$ cat config.mk
export PLATFORM = sky130hd
export DESIGN_NAME = asr_host
export DESIGN_NICKNAME = d
export VERILOG_FILES = /design/src/hw/asr_pkg.sv /design/src/hw/asr_host.sv
export SDC_FILE = /design/constraint.sdc
export NUM_CORES = 1
export LEC_CHECK = 0
export BUFFER_PORTS_ARGS = -buffer_cell sky130_fd_sc_hd__clkbuf_2
export CELL_PAD_IN_SITES_DETAIL_PLACEMENT = 0
export CELL_PAD_IN_SITES_GLOBAL_PLACEMENT = 1
export CORE_UTILIZATION = 37
export CTS_BUF_LIST = sky130_fd_sc_hd__clkbuf_8 sky130_fd_sc_hd__clkbuf_16
export CTS_CLUSTER_DIAMETER = 100
export DETAILED_ROUTE_END_ITERATION = 12
export PLACE_DENSITY_LB_ADDON = 0.1
export SLEW_MARGIN = 10
export SYNTH_ARGS = -nofsm -noshare
export SYNTH_HDL_FRONTEND = slang
export SYNTH_SLANG_ARGS = --single-unit
$ cat constraint.sdc
create_clock -name clk_sys -period 4.1 [get_ports clk_sys]
set_clock_uncertainty 0.05 [all_clocks]
set_input_delay 0.41 -clock clk_sys [delete_from_list [all_inputs] [get_ports clk_sys]]
set_output_delay 0.41 -clock clk_sys [all_outputs]
set_load 0.03 [all_outputs]
$ cat src/hw/asr_pkg.sv
package asr_pkg;
  // ==========================================================
  // Bus widths
  localparam int ADDR_W = 17;
  localparam int DATA_W = 8;
  // ==========================================================
  // Clock and intervals in ns, fastest grade
  localparam int CLK_NS = 10;
  localparam int READ_CYCLE_MIN_NS = 70;
  localparam int WRITE_CYCLE_MIN_NS = 70;
  localparam int WRITE_OVERLAP_MIN_NS = 55;
  localparam int DATA_SETUP_NS = 30;
  localparam int CS_FLOAT_NS = 25;
  localparam int OE_FLOAT_NS = 25;
  localparam int RECOVERY_AFTER_WE_NS = 5;
  localparam int CS_TO_END_MIN_NS = 65;
  localparam int ADDR_TO_END_MIN_NS = 65;
  // ==========================================================
  // Cycle counts, rounded up
  localparam int READ_CYC = (READ_CYCLE_MIN_NS + CLK_NS - 1) / CLK_NS;
  localparam int WP_CYC = (WRITE_OVERLAP_MIN_NS + CLK_NS - 1) / CLK_NS;
  localparam int DS_CYC = (DATA_SETUP_NS + CLK_NS - 1) / CLK_NS;
  localparam int WR_CYC0 = (RECOVERY_AFTER_WE_NS + CLK_NS - 1) / CLK_NS;
  localparam int WR_CYC = (WR_CYC0 < 1) ? 1 : WR_CYC0;
  localparam int FLT0 = (CS_FLOAT_NS > OE_FLOAT_NS) ? CS_FLOAT_NS : OE_FLOAT_NS;
  localparam int FLOAT_CYC = (FLT0 + CLK_NS - 1) / CLK_NS;
  localparam int WC_CYC = (WRITE_CYCLE_MIN_NS + CLK_NS - 1) / CLK_NS;
  localparam int CW_CYC = (CS_TO_END_MIN_NS + CLK_NS - 1) / CLK_NS;
  localparam int AW_CYC = (ADDR_TO_END_MIN_NS + CLK_NS - 1) / CLK_NS;
  localparam int WLOW1 = (WP_CYC > DS_CYC) ? WP_CYC : DS_CYC;
  localparam int WLOW2 = (CW_CYC > AW_CYC) ? CW_CYC : AW_CYC;
  localparam int WLOW0 = (WLOW1 > WLOW2) ? WLOW1 : WLOW2;
  localparam int WLOW_CYC = (WLOW0 + WR_CYC > WC_CYC) ? WLOW0 : WC_CYC - WR_CYC;
  localparam int CNT_W = 4;
  // ==========================================================
  // Types
  typedef enum logic [2:0] {
    ST_IDLE = 3'b000,
    ST_READ = 3'b001,
    ST_FLOAT = 3'b010,
    ST_WRITE = 3'b011,
    ST_RECOV = 3'b100
  } asr_state_t;
  typedef struct packed {
    logic cs_n;
    logic oe_n;
    logic we_n;
  } asr_strobe_t;
  localparam asr_strobe_t STROBE_IDLE = 3'b111;
endpackage

$ cat src/hw/asr_host.sv
// What this block does
// - Write enable stays high during reads
// - Read data sampled after cycle minimum
// - Address registered on the same edge where chip select falls
// - Write spans overlap of both strobes
// - Write ends at first rising strobe
// - Chip select low long enough
// - Address held through write end
// - Overlap lasts write_overlap_min
// - Recovery after write enable rises
// - Data set up before strobe rises
// - Address changes only with strobe high
// - No host drive while output enable low
`timescale 1ns/10ps
`default_nettype none
module asr_host
  import asr_pkg::*;
(
  input wire logic clk_sys,
  input wire logic rst,
  input wire logic ce,
  input wire logic req_valid,
  input wire logic req_write,
  input wire logic [ADDR_W-1:0] req_addr,
  input wire logic [DATA_W-1:0] req_wdata,
  output logic req_ready,
  output logic rsp_valid,
  output logic [DATA_W-1:0] rsp_rdata,
  output logic [ADDR_W-1:0] word_address,
  output logic chip_select_n,
  output logic output_enable_n,
  output logic write_enable_n,
  input wire logic [DATA_W-1:0] data_in,
  output logic [DATA_W-1:0] data_out,
  output logic data_oe
);
  // ==========================================================
  // State
  asr_state_t state;
  asr_strobe_t strb;
  logic [CNT_W-1:0] cnt;
  logic float_done;

  // ==========================================================
  // Decode
  wire logic cnt_zero = (cnt == '0);
  wire logic take = ce && req_ready && req_valid;
  wire logic [CNT_W-1:0] cnt_dec = cnt - 4'h1;

  assign chip_select_n = strb.cs_n;
  assign output_enable_n = strb.oe_n;
  assign write_enable_n = strb.we_n;

  // ==========================================================
  // Sequencer
  always_ff @(posedge clk_sys) begin
    if (rst) begin
      state <= ST_IDLE;
      strb <= STROBE_IDLE;
      cnt <= '0;
      float_done <= 1'b1;
      req_ready <= 1'b0;
      rsp_valid <= 1'b0;
      rsp_rdata <= '0;
      word_address <= '0;
      data_out <= '0;
      data_oe <= 1'b0;
    end else if (ce) begin
      rsp_valid <= 1'b0;
      case (state)
        ST_IDLE: begin
          req_ready <= 1'b1;
          if (take) begin
            req_ready <= 1'b0;
            word_address <= req_addr;
            if (req_write) begin
              if (float_done) begin
                // select and write together, output enable stays high
                strb <= '{cs_n: 1'b0, oe_n: 1'b1, we_n: 1'b0};
                data_out <= req_wdata;
                data_oe <= 1'b1;
                cnt <= CNT_W'(WLOW_CYC - 1);
                state <= ST_WRITE;
              end else begin
                cnt <= CNT_W'(FLOAT_CYC - 1);
                data_out <= req_wdata;
                state <= ST_FLOAT;
              end
            end else begin
              strb <= '{cs_n: 1'b0, oe_n: 1'b0, we_n: 1'b1};
              cnt <= CNT_W'(READ_CYC - 1);
              state <= ST_READ;
            end
          end
        end
        ST_READ: begin
          if (cnt_zero) begin
            rsp_rdata <= data_in;
            rsp_valid <= 1'b1;
            strb <= STROBE_IDLE;
            float_done <= 1'b0;
            cnt <= CNT_W'(FLOAT_CYC - 1);
            state <= ST_RECOV;
          end else begin
            cnt <= cnt_dec;
          end
        end
        ST_FLOAT: begin
          if (cnt_zero) begin
            float_done <= 1'b1;
            strb <= '{cs_n: 1'b0, oe_n: 1'b1, we_n: 1'b0};
            data_oe <= 1'b1;
            cnt <= CNT_W'(WLOW_CYC - 1);
            state <= ST_WRITE;
          end else begin
            cnt <= cnt_dec;
          end
        end
        ST_WRITE: begin
          if (cnt_zero) begin
            strb.we_n <= 1'b1;
            cnt <= CNT_W'(WR_CYC - 1);
            state <= ST_RECOV;
          end else begin
            cnt <= cnt_dec;
          end
        end
        ST_RECOV: begin
          if (strb.cs_n == 1'b0) begin
            strb.cs_n <= 1'b1;
            data_oe <= 1'b0;
          end
          if (cnt_zero) begin
            float_done <= 1'b1;
            req_ready <= 1'b1;
            state <= ST_IDLE;
          end else begin
            cnt <= cnt_dec;
          end
        end
        default: begin
          state <= ST_IDLE;
          strb <= STROBE_IDLE;
        end
      endcase
    end
  end

  // ==========================================================
  // Checks
  logic [CNT_W-1:0] low_run;
  always_ff @(posedge clk_sys) begin
    if (rst || write_enable_n || chip_select_n) begin
      low_run <= '0;
    end else if (ce && low_run != 4'hf) begin
      low_run <= low_run + 4'h1;
    end
  end
endmodule
`default_nettype wire

==> flow_metrics.tcl, run 1 <==
set metrics [dict create \
    status "complete, no violations" \
    dp_hpwl_mm 3.508 \
    syn_to_final_growth_pct 24.84 \
    multi_input_comb_area_sq_um 1040 \
    syn_nets 293 \
    grt_max_degree 48 \
    comb_power_share_pct 17.7 \
    cts_sinks 47 \
    setup_tns_ns 0 \
    ys_warn_count 0 \
    finalNetCount 359 \
    path_cells "inv_1 -> ha_1 -> nor4b_1 -> nand3_1 -> mux2i_1 -> nor2_1" \
    required_ns 4.20 \
    synth_seq_cells 47 \
    dpl.cell_count 382 \
    p_int_uw 741.7 \
    layout_commonest_cell "clkbuf_2" \
    leakage_uw 0.001122 \
    cp_max_fo 9 \
    worstMarginPinSlew_ns 1.020 \
    postLayoutSetupSlackWorst_ns 1.677 \
    post-route-period-util_pct 59.11 \
    rsz0062_at_grt "false" \
    syn-cell-area_sq_um 2086 \
    synthCells 253 \
    synthAdderAreaFrac_pct 1.200 \
    crit_type "reg2reg" \
    powerDensity_nw_per_um2 399.3 \
    grt_usage_pct 18.33 \
    ctsHoldBuffers 0 \
    drt-initial-drc-count 68 \
    postCtsSetupBuffers 0 \
    root_buffer "clkbuf_8" \
    grt_overflow 0 \
    drive_above_1_share_pct 29.38 \
    synth-main-ff-cell "dfxtp_1" \
    avgRoutedWirePerCell_um 13.43 \
    r2r-start "cnt[0]" \
    r2r_cells 6 \
    max-slew-margin-rel_pct 31.97 \
    drc_errors 0 \
    maxSlewViolCount 0 \
    numCtsBuffers 5 \
    finalNonFillerCells 390 \
    core-area_sq_um 5270 \
    setup_viol 0 \
    fmax_ghz 0.4126 \
    initial_core_util_pct 39.58 \
    vias 1949 \
    critPathMaxStageDelay_ns 0.65 \
    cts.reportedPaths.clkPinSlew_ns 0.09 \
    cp.arrival_ns 2.52 \
    pin_count 77 \
    synth_edf_count 0 \
    ant_nets 0 \
    postLayoutCoreUtil_pct 49.41 \
    gp_congestion 0.8216 \
    drt-total-wl_mm 5.236 \
    peakVddDrop_uv 285.4 \
    first_pass_iters 4 \
    io_buffers 76 \
    antenna_found_initial 0 \
    period_needed_ns 2.423 \
    synth_mux_area_share_pct 4.919 \
    rrSetupSlack_ns 1.68 \
    antenna_cells 0 \
    endpoint "rsp_rdata[6]" \
    hold_violations 0 \
    die_area_sq_um 5941 \
    synth_cell_types 45 \
    die_x_um 77.08 \
    r2r-end "rsp_rdata[6]" \
    total_power_uw 1040 \
    final_cell_mix "76 x clkbuf_2, 53 x nand2_1, 47 x dfxtp_1" \
    cts-resized-gates 0 \
    tritoncts "done" \
    avgSynthCellArea_sq_um 8.244 \
    synth-simple-area-share_pct 22.80 \
    synth_compound_area_share_pct 19.68 \
    grt_pass1_vias 1713 \
    fill_cells 540 \
    min_path_type "in2reg" \
    cts.path.max_buffers 2 \
    seq_area_frac_synth_pct 45.11 \
    seq_area_sq_um 940.9 \
    swShare_pct 28.65 \
    synthArstFlopShare_pct 0 \
    via_per_inst 4.997 \
    p_switching_uw 297.8 \
    crit_path_top_delay_cell "nor4b_1" \
    synth_top_family_by_area "simple AND/OR/NAND/NOR gates" \
    clock_latency_ns 0.30 \
    crit_path_end_kind "flop" \
    dp_slack_ns 1.750 \
    seq_power_share_pct 47.6 \
    synthXorXnorAreaFrac_pct 0.8398 \
    dieHeight_um 77.08 \
    power_frac_clock_pct 34.8 \
    start_kind "flop" \
    grt_pass1_wl_mm 8.631 \
    cts_htree_levels 2 \
    drv_cap 0 \
    rows 26 \
    startpoint "cnt[0]" \
]
area by class of cell:
class / instances / area share (%)
clock buffers: 6 / 3.172
clock inverters: 2 / 1.490
inverters: 7 / 1.009
multi-input cells: 181 / 39.93
flip-flops and latches: 47 / 36.14
well taps: 70 / 3.364
repair buffers: 77 / 14.90
flip-flops by register name, summed over array words and instances, names as in the netlist, 3 cells and up:
name,cells
word_address,17
data_out,8
rsp_rdata,8
cnt,4
state,3
power groups by stage:
| stage | sequential, uW | combinational (uW) | clock (uW) |
|---|---|---|---|
| after floorplan | 521 | 112 | 0 |
| after global placement | 505 | 183 | 0 |
| after detailed placement | 505 | 182 | 0 |
| after CTS | 494 | 183 | 374 |
| after global routing | 498 | 203 | 397 |
| final | 494 | 184 | 362 |
worst min path at each step:
stage | from | slack (ns) | to | depth (start not counted)
after floorplan | cnt[0] | 0.41 | cnt[0] | 1
after global placement | word_address[8] | 0.39 | word_address[8] | 2
after detailed placement | data_out[6] | 0.40 | data_out[6] | 2
after CTS | req_addr[8] | 0.27 | word_address[8] | 3
after global routing | req_addr[11] | 0.26 | word_address[11] | 3
final | req_addr[12] | 0.27 | word_address[12] | 3
cells by family after synthesis:
family	Yosys count
flops	47
compound gates	65
buf+inv	25
simple gates	102
fa+ha+maj	2
xor+xnor	2
mux	10
worst max-delay path, delay by kind of cell (launching register included):
kind,cells,cell delay [ns]
fa+ha+maj,1,0.20
buf+inv,1,0.09
flops,1,0.34
mux,1,0.30
simple gates,3,1.29
routing by layer:
| metal | track usage, % | vias up | wire (um) |
|---|---|---|---|
| li1 | - | 1006 | - |
| met1 | 25.38 | 877 | 2627 |
| met2 | 27.32 | 59 | 2256 |
| met3 | 4.524 | 7 | 290 |
| met4 | 6.792 | 0 | 60 |
| met5 | 0 | - | 0 |
metrics by stage:
step           hold WS (ns)  cell area (sq um)
6_report             0.2730               2604
2_1_floorplan        0.4121               2086
3_3_place_gp         0.3906               2482
4_1_cts              0.2667               2604
5_1_grt              0.2570               2604
3_5_place_dp         0.3974               2482
cell usage after synthesis, types with 3 or more instances:
cell type	n	area share, %
inv_1	6	1.1
dfxtp_1	47	45
a31oi_1	5	1.5
nand3_1	13	3.1
nand2b_1	3	0.90
a21o_1	3	1.1
o21ai_0	4	0.96
nor3_1	3	0.72
nor2_1	15	2.7
buf_2	4	0.96
nand2_1	53	9.5
clkbuf_1	11	2.0
a21oi_1	37	8.9
mux2i_1	8	3.8
(Power assumes the default switching activity.)
==> inputs of run 2 (changes only) <==
--- a/config.mk
+++ b/config.mk
@@ -8,7 +8,7 @@
 export BUFFER_PORTS_ARGS = -buffer_cell sky130_fd_sc_hd__clkbuf_2
 export CELL_PAD_IN_SITES_DETAIL_PLACEMENT = 0
 export CELL_PAD_IN_SITES_GLOBAL_PLACEMENT = 1
-export CORE_UTILIZATION = 37
+export CORE_UTILIZATION = 35
 export CTS_BUF_LIST = sky130_fd_sc_hd__clkbuf_8 sky130_fd_sc_hd__clkbuf_16
 export CTS_CLUSTER_DIAMETER = 100
 export DETAILED_ROUTE_END_ITERATION = 12
==> constraint.sdc (replaced) <==
create_clock -name clk_sys -period 2.45 [get_ports clk_sys]
set_clock_uncertainty 0.05 [all_clocks]
set_input_delay 0.245 -clock clk_sys [delete_from_list [all_inputs] [get_ports clk_sys]]
set_output_delay 0.245 -clock clk_sys [all_outputs]
set_load 0.03 [all_outputs]
==> flow_metrics.tcl, run 2 (same netlist as run 1, synthesis figures left out) <==
set metrics [dict create \
    final_cell_mix "76 x clkbuf_2, 53 x nand2_1, 47 x dfxtp_1" \
    maxSlewViolCount 0 \
    finalHoldWorstSlack_ns 0.1123 \
    setup_viol 0 \
    die_area_sq_um 6272 \
    via_per_inst 5.032 \
    crit_path_top_delay_cell "or4b_4" \
    cts-resized-gates 0 \
    first_pass_iters 4 \
    grt_overflow 0 \
    min_path_type "in2reg" \
    critPathMaxStageDelay_ns 0.65 \
    grt_pass1_wl_mm 8.390 \
    top_regs "word_address: 17 flops, data_out: 8 flops, rsp_rdata: 8 flops" \
    rsz0062_at_grt "false" \
    drv_cap 0 \
    dpl.cell_count 395 \
    dp_slack_ns 0.4572 \
    leakage_uw 0.001157 \
    antenna_found_initial 0 \
    drc_errors 0 \
    peakVddDrop_uv 304.2 \
    postLayoutCoreUtil_pct 47.26 \
    crit_type "reg2reg" \
    worst-path-buf-inv 0 \
    worstMarginPinSlew_ns 0.7727 \
    comb_power_share_pct 21.2 \
    dp_hpwl_mm 3.726 \
    core-area_sq_um 5608 \
    crit_family "simple AND/OR/NAND/NOR gates" \
    root_buffer "clkbuf_8" \
    status "complete, no violations" \
    rows 27 \
    finalNonFillerCells 402 \
    grt_max_degree 38 \
    syn_to_final_growth_pct 27.05 \
    tritoncts "done" \
    post-route-period-util_pct 82.09 \
    drt-initial-drc-count 83 \
    powerDensity_nw_per_um2 606.5 \
    top_register "word_address" \
    cts_sinks 47 \
    required_ns 2.60 \
    pin_count 77 \
    swShare_pct 30.15 \
    initial_core_util_pct 37.19 \
    cts.reportedPaths.clkPinSlew_ns 0.09 \
    p_int_uw 1123 \
    period_needed_ns 2.011 \
    clock_latency_ns 0.29 \
    power_frac_clock_pct 27.9 \
    fill_cells 598 \
    cp.arrival_ns 2.16 \
    io_buffers 76 \
    grt_usage_pct 17.36 \
    grt_pass1_vias 1748 \
    dieHeight_um 79.20 \
    p_switching_uw 484.5 \
    largest_reg_flops 17 \
    layout_commonest_cell "clkbuf_2" \
    ctsHoldBuffers 0 \
    cts.path.max_buffers 2 \
    start_kind "flop" \
    gp_congestion 0.8503 \
    numCtsBuffers 5 \
    cp_max_fo 9 \
    cts_htree_levels 2 \
    postLayoutSetupSlackWorst_ns 0.4389 \
    die_x_um 79.20 \
    antenna_cells 0 \
    crit_path_end_kind "flop" \
    hold_violations 0 \
    path_cells "or2_1 -> or4b_4 -> o32ai_4 -> nor2_1 -> a311oi_1" \
    drt-total-wl_mm 5.212 \
    ant_nets 0 \
    avgRoutedWirePerCell_um 12.97 \
    seq_power_share_pct 50.9 \
    fmax_ghz 0.4972 \
    vias 2023 \
    max-slew-margin-rel_pct 48.49 \
    setup_tns_ns 0 \
    finalNetCount 370 \
    postCtsSetupBuffers 0 \
    drive_above_1_share_pct 31.52 \
]
==> run 2: cell types whose count changed in the layout (fill, tap and decap cells not counted), sizes merged <==
cell and change:
buf +11, bufinv -1, clkbuf -1, inv -1
clkinv +2
==> run 2: power by group through the flow <==
| stage | Sequential [uW] | Clock [uW] | Combinational (uW) |
|---|---|---|---|
| after floorplan | 872 | 0 | 188 |
| after global placement | 837 | 0 | 343 |
| after detailed placement | 837 | 0 | 340 |
| after CTS | 819 | 473 | 341 |
| after global routing | 824 | 518 | 375 |
| final | 819 | 448 | 340 |
==> run 2: worst register-to-register path, delay by kind of cell (launching register included) <==
| kind | cells | cell delay [ns] |
|---|---|---|
| flops | 1 | 0.37 |
| simple gates | 3 | 1.09 |
| compound gates | 2 | 0.41 |
==> run 2: area by class of cell <==
class | instances | area, sq um | area share (%)
Clock inverter | 2 | 13.76 | 0.5194
Sequential cell | 47 | 940.9 | 35.51
Clock buffer | 5 | 68.82 | 2.597
Inverter | 7 | 26.28 | 0.9915
Tap cell | 72 | 90.09 | 3.399
Timing Repair Buffer | 88 | 470.5 | 17.75
Multi-Input combinational cell | 181 | 1040 | 39.24
==> run 2: final timing paths <==
| path | slack, ns | cells after the start | from | endpoint |
|---|---|---|---|---|
| worst max register to register | 0.44 | 5 | state[0] | data_oe |
| worst min-delay path | 0.11 | 3 | req_addr[4] | word_address[4] |
| worst max-delay path | 0.44 | 5 | state[0] | data_oe |
| worst min register to register | 0.40 | 2 | word_address[7] | word_address[7] |
==> run 2: per-stage QoR <==
step           power [uW]  cell area, sq um
3_5_place_dp         1177              2567
5_1_grt              1717              2650
2_1_floorplan        1060              2086
4_1_cts              1633              2650
6_report             1607              2650
3_3_place_gp         1180              2567
==> run 2: per-layer routing <==
layer	wire (um)	track usage [%]	up-vias
met4	44	6.364	0
met2	2412	27.24	62
met5	0	0	-
met1	2447	22.30	924
li1	-	-	1033
met3	307	5.287	4
==> inputs of run 3 (changes only) <==
--- a/config.mk
+++ b/config.mk
@@ -8,7 +8,7 @@
 export BUFFER_PORTS_ARGS = -buffer_cell sky130_fd_sc_hd__clkbuf_2
 export CELL_PAD_IN_SITES_DETAIL_PLACEMENT = 0
 export CELL_PAD_IN_SITES_GLOBAL_PLACEMENT = 1
-export CORE_UTILIZATION = 35
+export CORE_UTILIZATION = 31
 export CTS_BUF_LIST = sky130_fd_sc_hd__clkbuf_8 sky130_fd_sc_hd__clkbuf_16
 export CTS_CLUSTER_DIAMETER = 100
 export DETAILED_ROUTE_END_ITERATION = 12
==> constraint.sdc (replaced) <==
create_clock -name clk_sys -period 1.6 [get_ports clk_sys]
set_clock_uncertainty 0.05 [all_clocks]
set_input_delay 0.16 -clock clk_sys [delete_from_list [all_inputs] [get_ports clk_sys]]
set_output_delay 0.16 -clock clk_sys [all_outputs]
set_load 0.03 [all_outputs]
==> flow_metrics.tcl, run 3 (same netlist as run 1, synthesis figures left out) <==
set metrics [dict create \
    total_power_uw 2903 \
    cp.arrival_ns 1.83 \
    drc_errors 4 \
    grt_max_degree 22 \
    top_regs "word_address: 17 flops, data_out: 8 flops, rsp_rdata: 8 flops" \
    dp_hpwl_mm 4.329 \
    worstMarginPinSlew_ns 0.5078 \
    numCtsBuffers 5 \
    layout_commonest_cell "clkbuf_2" \
    ant_nets 0 \
    p_switching_uw 870.4 \
    status "finished, violations left" \
    dieHeight_um 84.03 \
    r2r_cells 8 \
    drv_cap 0 \
    min_path_type "in2reg" \
    postLayoutSetupSlackWorst_ns -0.1023 \
    seq_power_share_pct 43.2 \
    cts_htree_levels 2 \
    grt_usage_pct 18.12 \
    rows 29 \
    crit_type "reg2reg" \
    r2r-end "state[1]" \
    hold_violations 0 \
    maxSlewViolCount 0 \
    rsz0062_at_grt "true" \
    avgRoutedWirePerCell_um 14.03 \
    pin_count 77 \
    power_frac_clock_pct 31.8 \
    crit_path_top_delay_cell "or3b_4" \
    fin_area_sq_um 3139 \
    cts.reportedPaths.clkPinSlew_ns 0.10 \
    die_area_sq_um 7060 \
    post-route-period-util_pct 106.4 \
    grt_pass1_vias 2034 \
    powerDensity_nw_per_um2 924.7 \
    gp_congestion 0.8297 \
    setup_viol 21 \
    violations "DRC, setup timing" \
    wl_met2_mm 2.906 \
    postLayoutCoreUtil_pct 48.88 \
    swShare_pct 29.99 \
    clock_latency_ns 0.31 \
    antenna_cells 0 \
    wl_met3_um 300 \
    fmax_ghz 0.5874 \
    crit_path_end_kind "flop" \
    largest_reg_flops 17 \
    via_per_inst 4.895 \
    comb_power_share_pct 25.0 \
    drt-initial-drc-count 161 \
    peakVddDrop_uv 383.8 \
    top_register "word_address" \
    startpoint "cnt[0]" \
    route.top_layer_used "met4" \
    start_kind "flop" \
    min_path_cells 3 \
    dpl-instance-area_sq_um 2840 \
    vias 2193 \
    root_buffer "clkbuf_8" \
    grt_overflow 0 \
    r2r-start "cnt[0]" \
    leakage_uw 0.001393 \
    max-slew-margin-rel_pct 66.15 \
    p_int_uw 2032 \
    drive_above_1_share_pct 43.40 \
    die_x_um 84.03 \
    path_cells "inv_2 -> ha_4 -> or3b_4 -> a21oi_2 -> o221ai_2 -> buf_4 -> a21oi_2 -> nor3_1" \
    finalNetCount 410 \
    rrSetupSlack_ns -0.10 \
    core-area_sq_um 6422 \
    final_cell_mix "76 x clkbuf_2, 53 x nand2_1, 41 x dfxtp_1, 41 x buf_4, 33 x a21oi_1" \
    cts_sinks 47 \
    first_pass_iters 10 \
    drt-total-wl_mm 6.286 \
    antenna_found_initial 0 \
    finalHoldWorstSlack_ns 0.009500 \
    cts.path.max_buffers 2 \
    period_needed_ns 1.702 \
    grt_pass1_wl_mm 10.05 \
    cp_max_fo 5 \
    path_common_cell "a21oi_2" \
    syn_to_final_growth_pct 50.51 \
    initial_core_util_pct 32.48 \
    min_to "word_address[0]" \
    required_ns 1.73 \
    tritoncts "done" \
    critPathMaxStageDelay_ns 0.41 \
    wl_met1_mm 3.015 \
    io_buffers 76 \
    min_from "req_addr[0]" \
]
run 3: power by group through the flow:
stage	Sequential (uW)	Clock, uW	Combinational (uW)
6_report	1250	923	727
4_1_cts	1250	952	713
3_3_place_gp	1280	0	674
3_5_place_dp	1280	0	670
5_1_grt	1260	998	786
2_1_floorplan	1340	0	319
run 3: critical path: cells and delay by family (launching register included):
| family | cells | cell delay (ns) |
|---|---|---|
| fa+ha+maj | 1 | 0.14 |
| simple gates | 2 | 0.46 |
| compound gates | 3 | 0.36 |
| flops | 1 | 0.34 |
| buf+inv | 2 | 0.22 |
run 3: repair_timing:
item / 4_1_cts / 5_1_grt
gates resized for setup: 9 / 10
gates cloned: 1 / 1
hold buffers: 5 / 0
hold endpoints to repair: 5 / 0
setup buffers: 4 / 3
pin swaps: 13 / 12
endpoints found under the setup margin: 28 / 41
run 3: area by class of cell:
cell class | instances | area [sq um]
fill | 625 | 3283
inverter | 7 | 26.28
sequential | 47 | 950.9
timing repair buffer | 128 | 840.8
tap | 77 | 96.34
clock buffer | 5 | 68.82
multi-input combinational | 181 | 1110
clock inverter | 3 | 46.29
run 3: how the worst max path moves through the flow:
| stage | to | slack [ns] | cells past startpoint |
|---|---|---|---|
| 2_1_floorplan | write_enable_n | -0.21 | 7 |
| 3_5_place_dp | cnt[2] | -0.13 | 5 |
| 5_1_grt | state[1] | -0.18 | 8 |
| 4_1_cts | state[1] | -0.13 | 8 |
| 3_3_place_gp | rsp_rdata[1] | -0.09 | 8 |
| 6_report | state[1] | -0.10 | 8 |
run 3: metal layers:
| metal | global-route usage (%) | vias up |
|---|---|---|
| li1 | - | 1114 |
| met1 | 23.68 | 1006 |
| met2 | 30.33 | 64 |
| met3 | 3.759 | 9 |
| met4 | 4.702 | 0 |
| met5 | 0 | - |
run 3: through the flow:
stage | worst slack (ns) | instances | TNS, ns
floorplan | -0.2053 | 253 | -2.968
global placement | -0.09323 | 427 | -1.043
detailed placement | -0.1332 | 427 | -1.243
CTS | -0.1252 | 444 | -1.461
global route | -0.1813 | 448 | -3.773
finish | -0.1023 | 448 | -0.8656
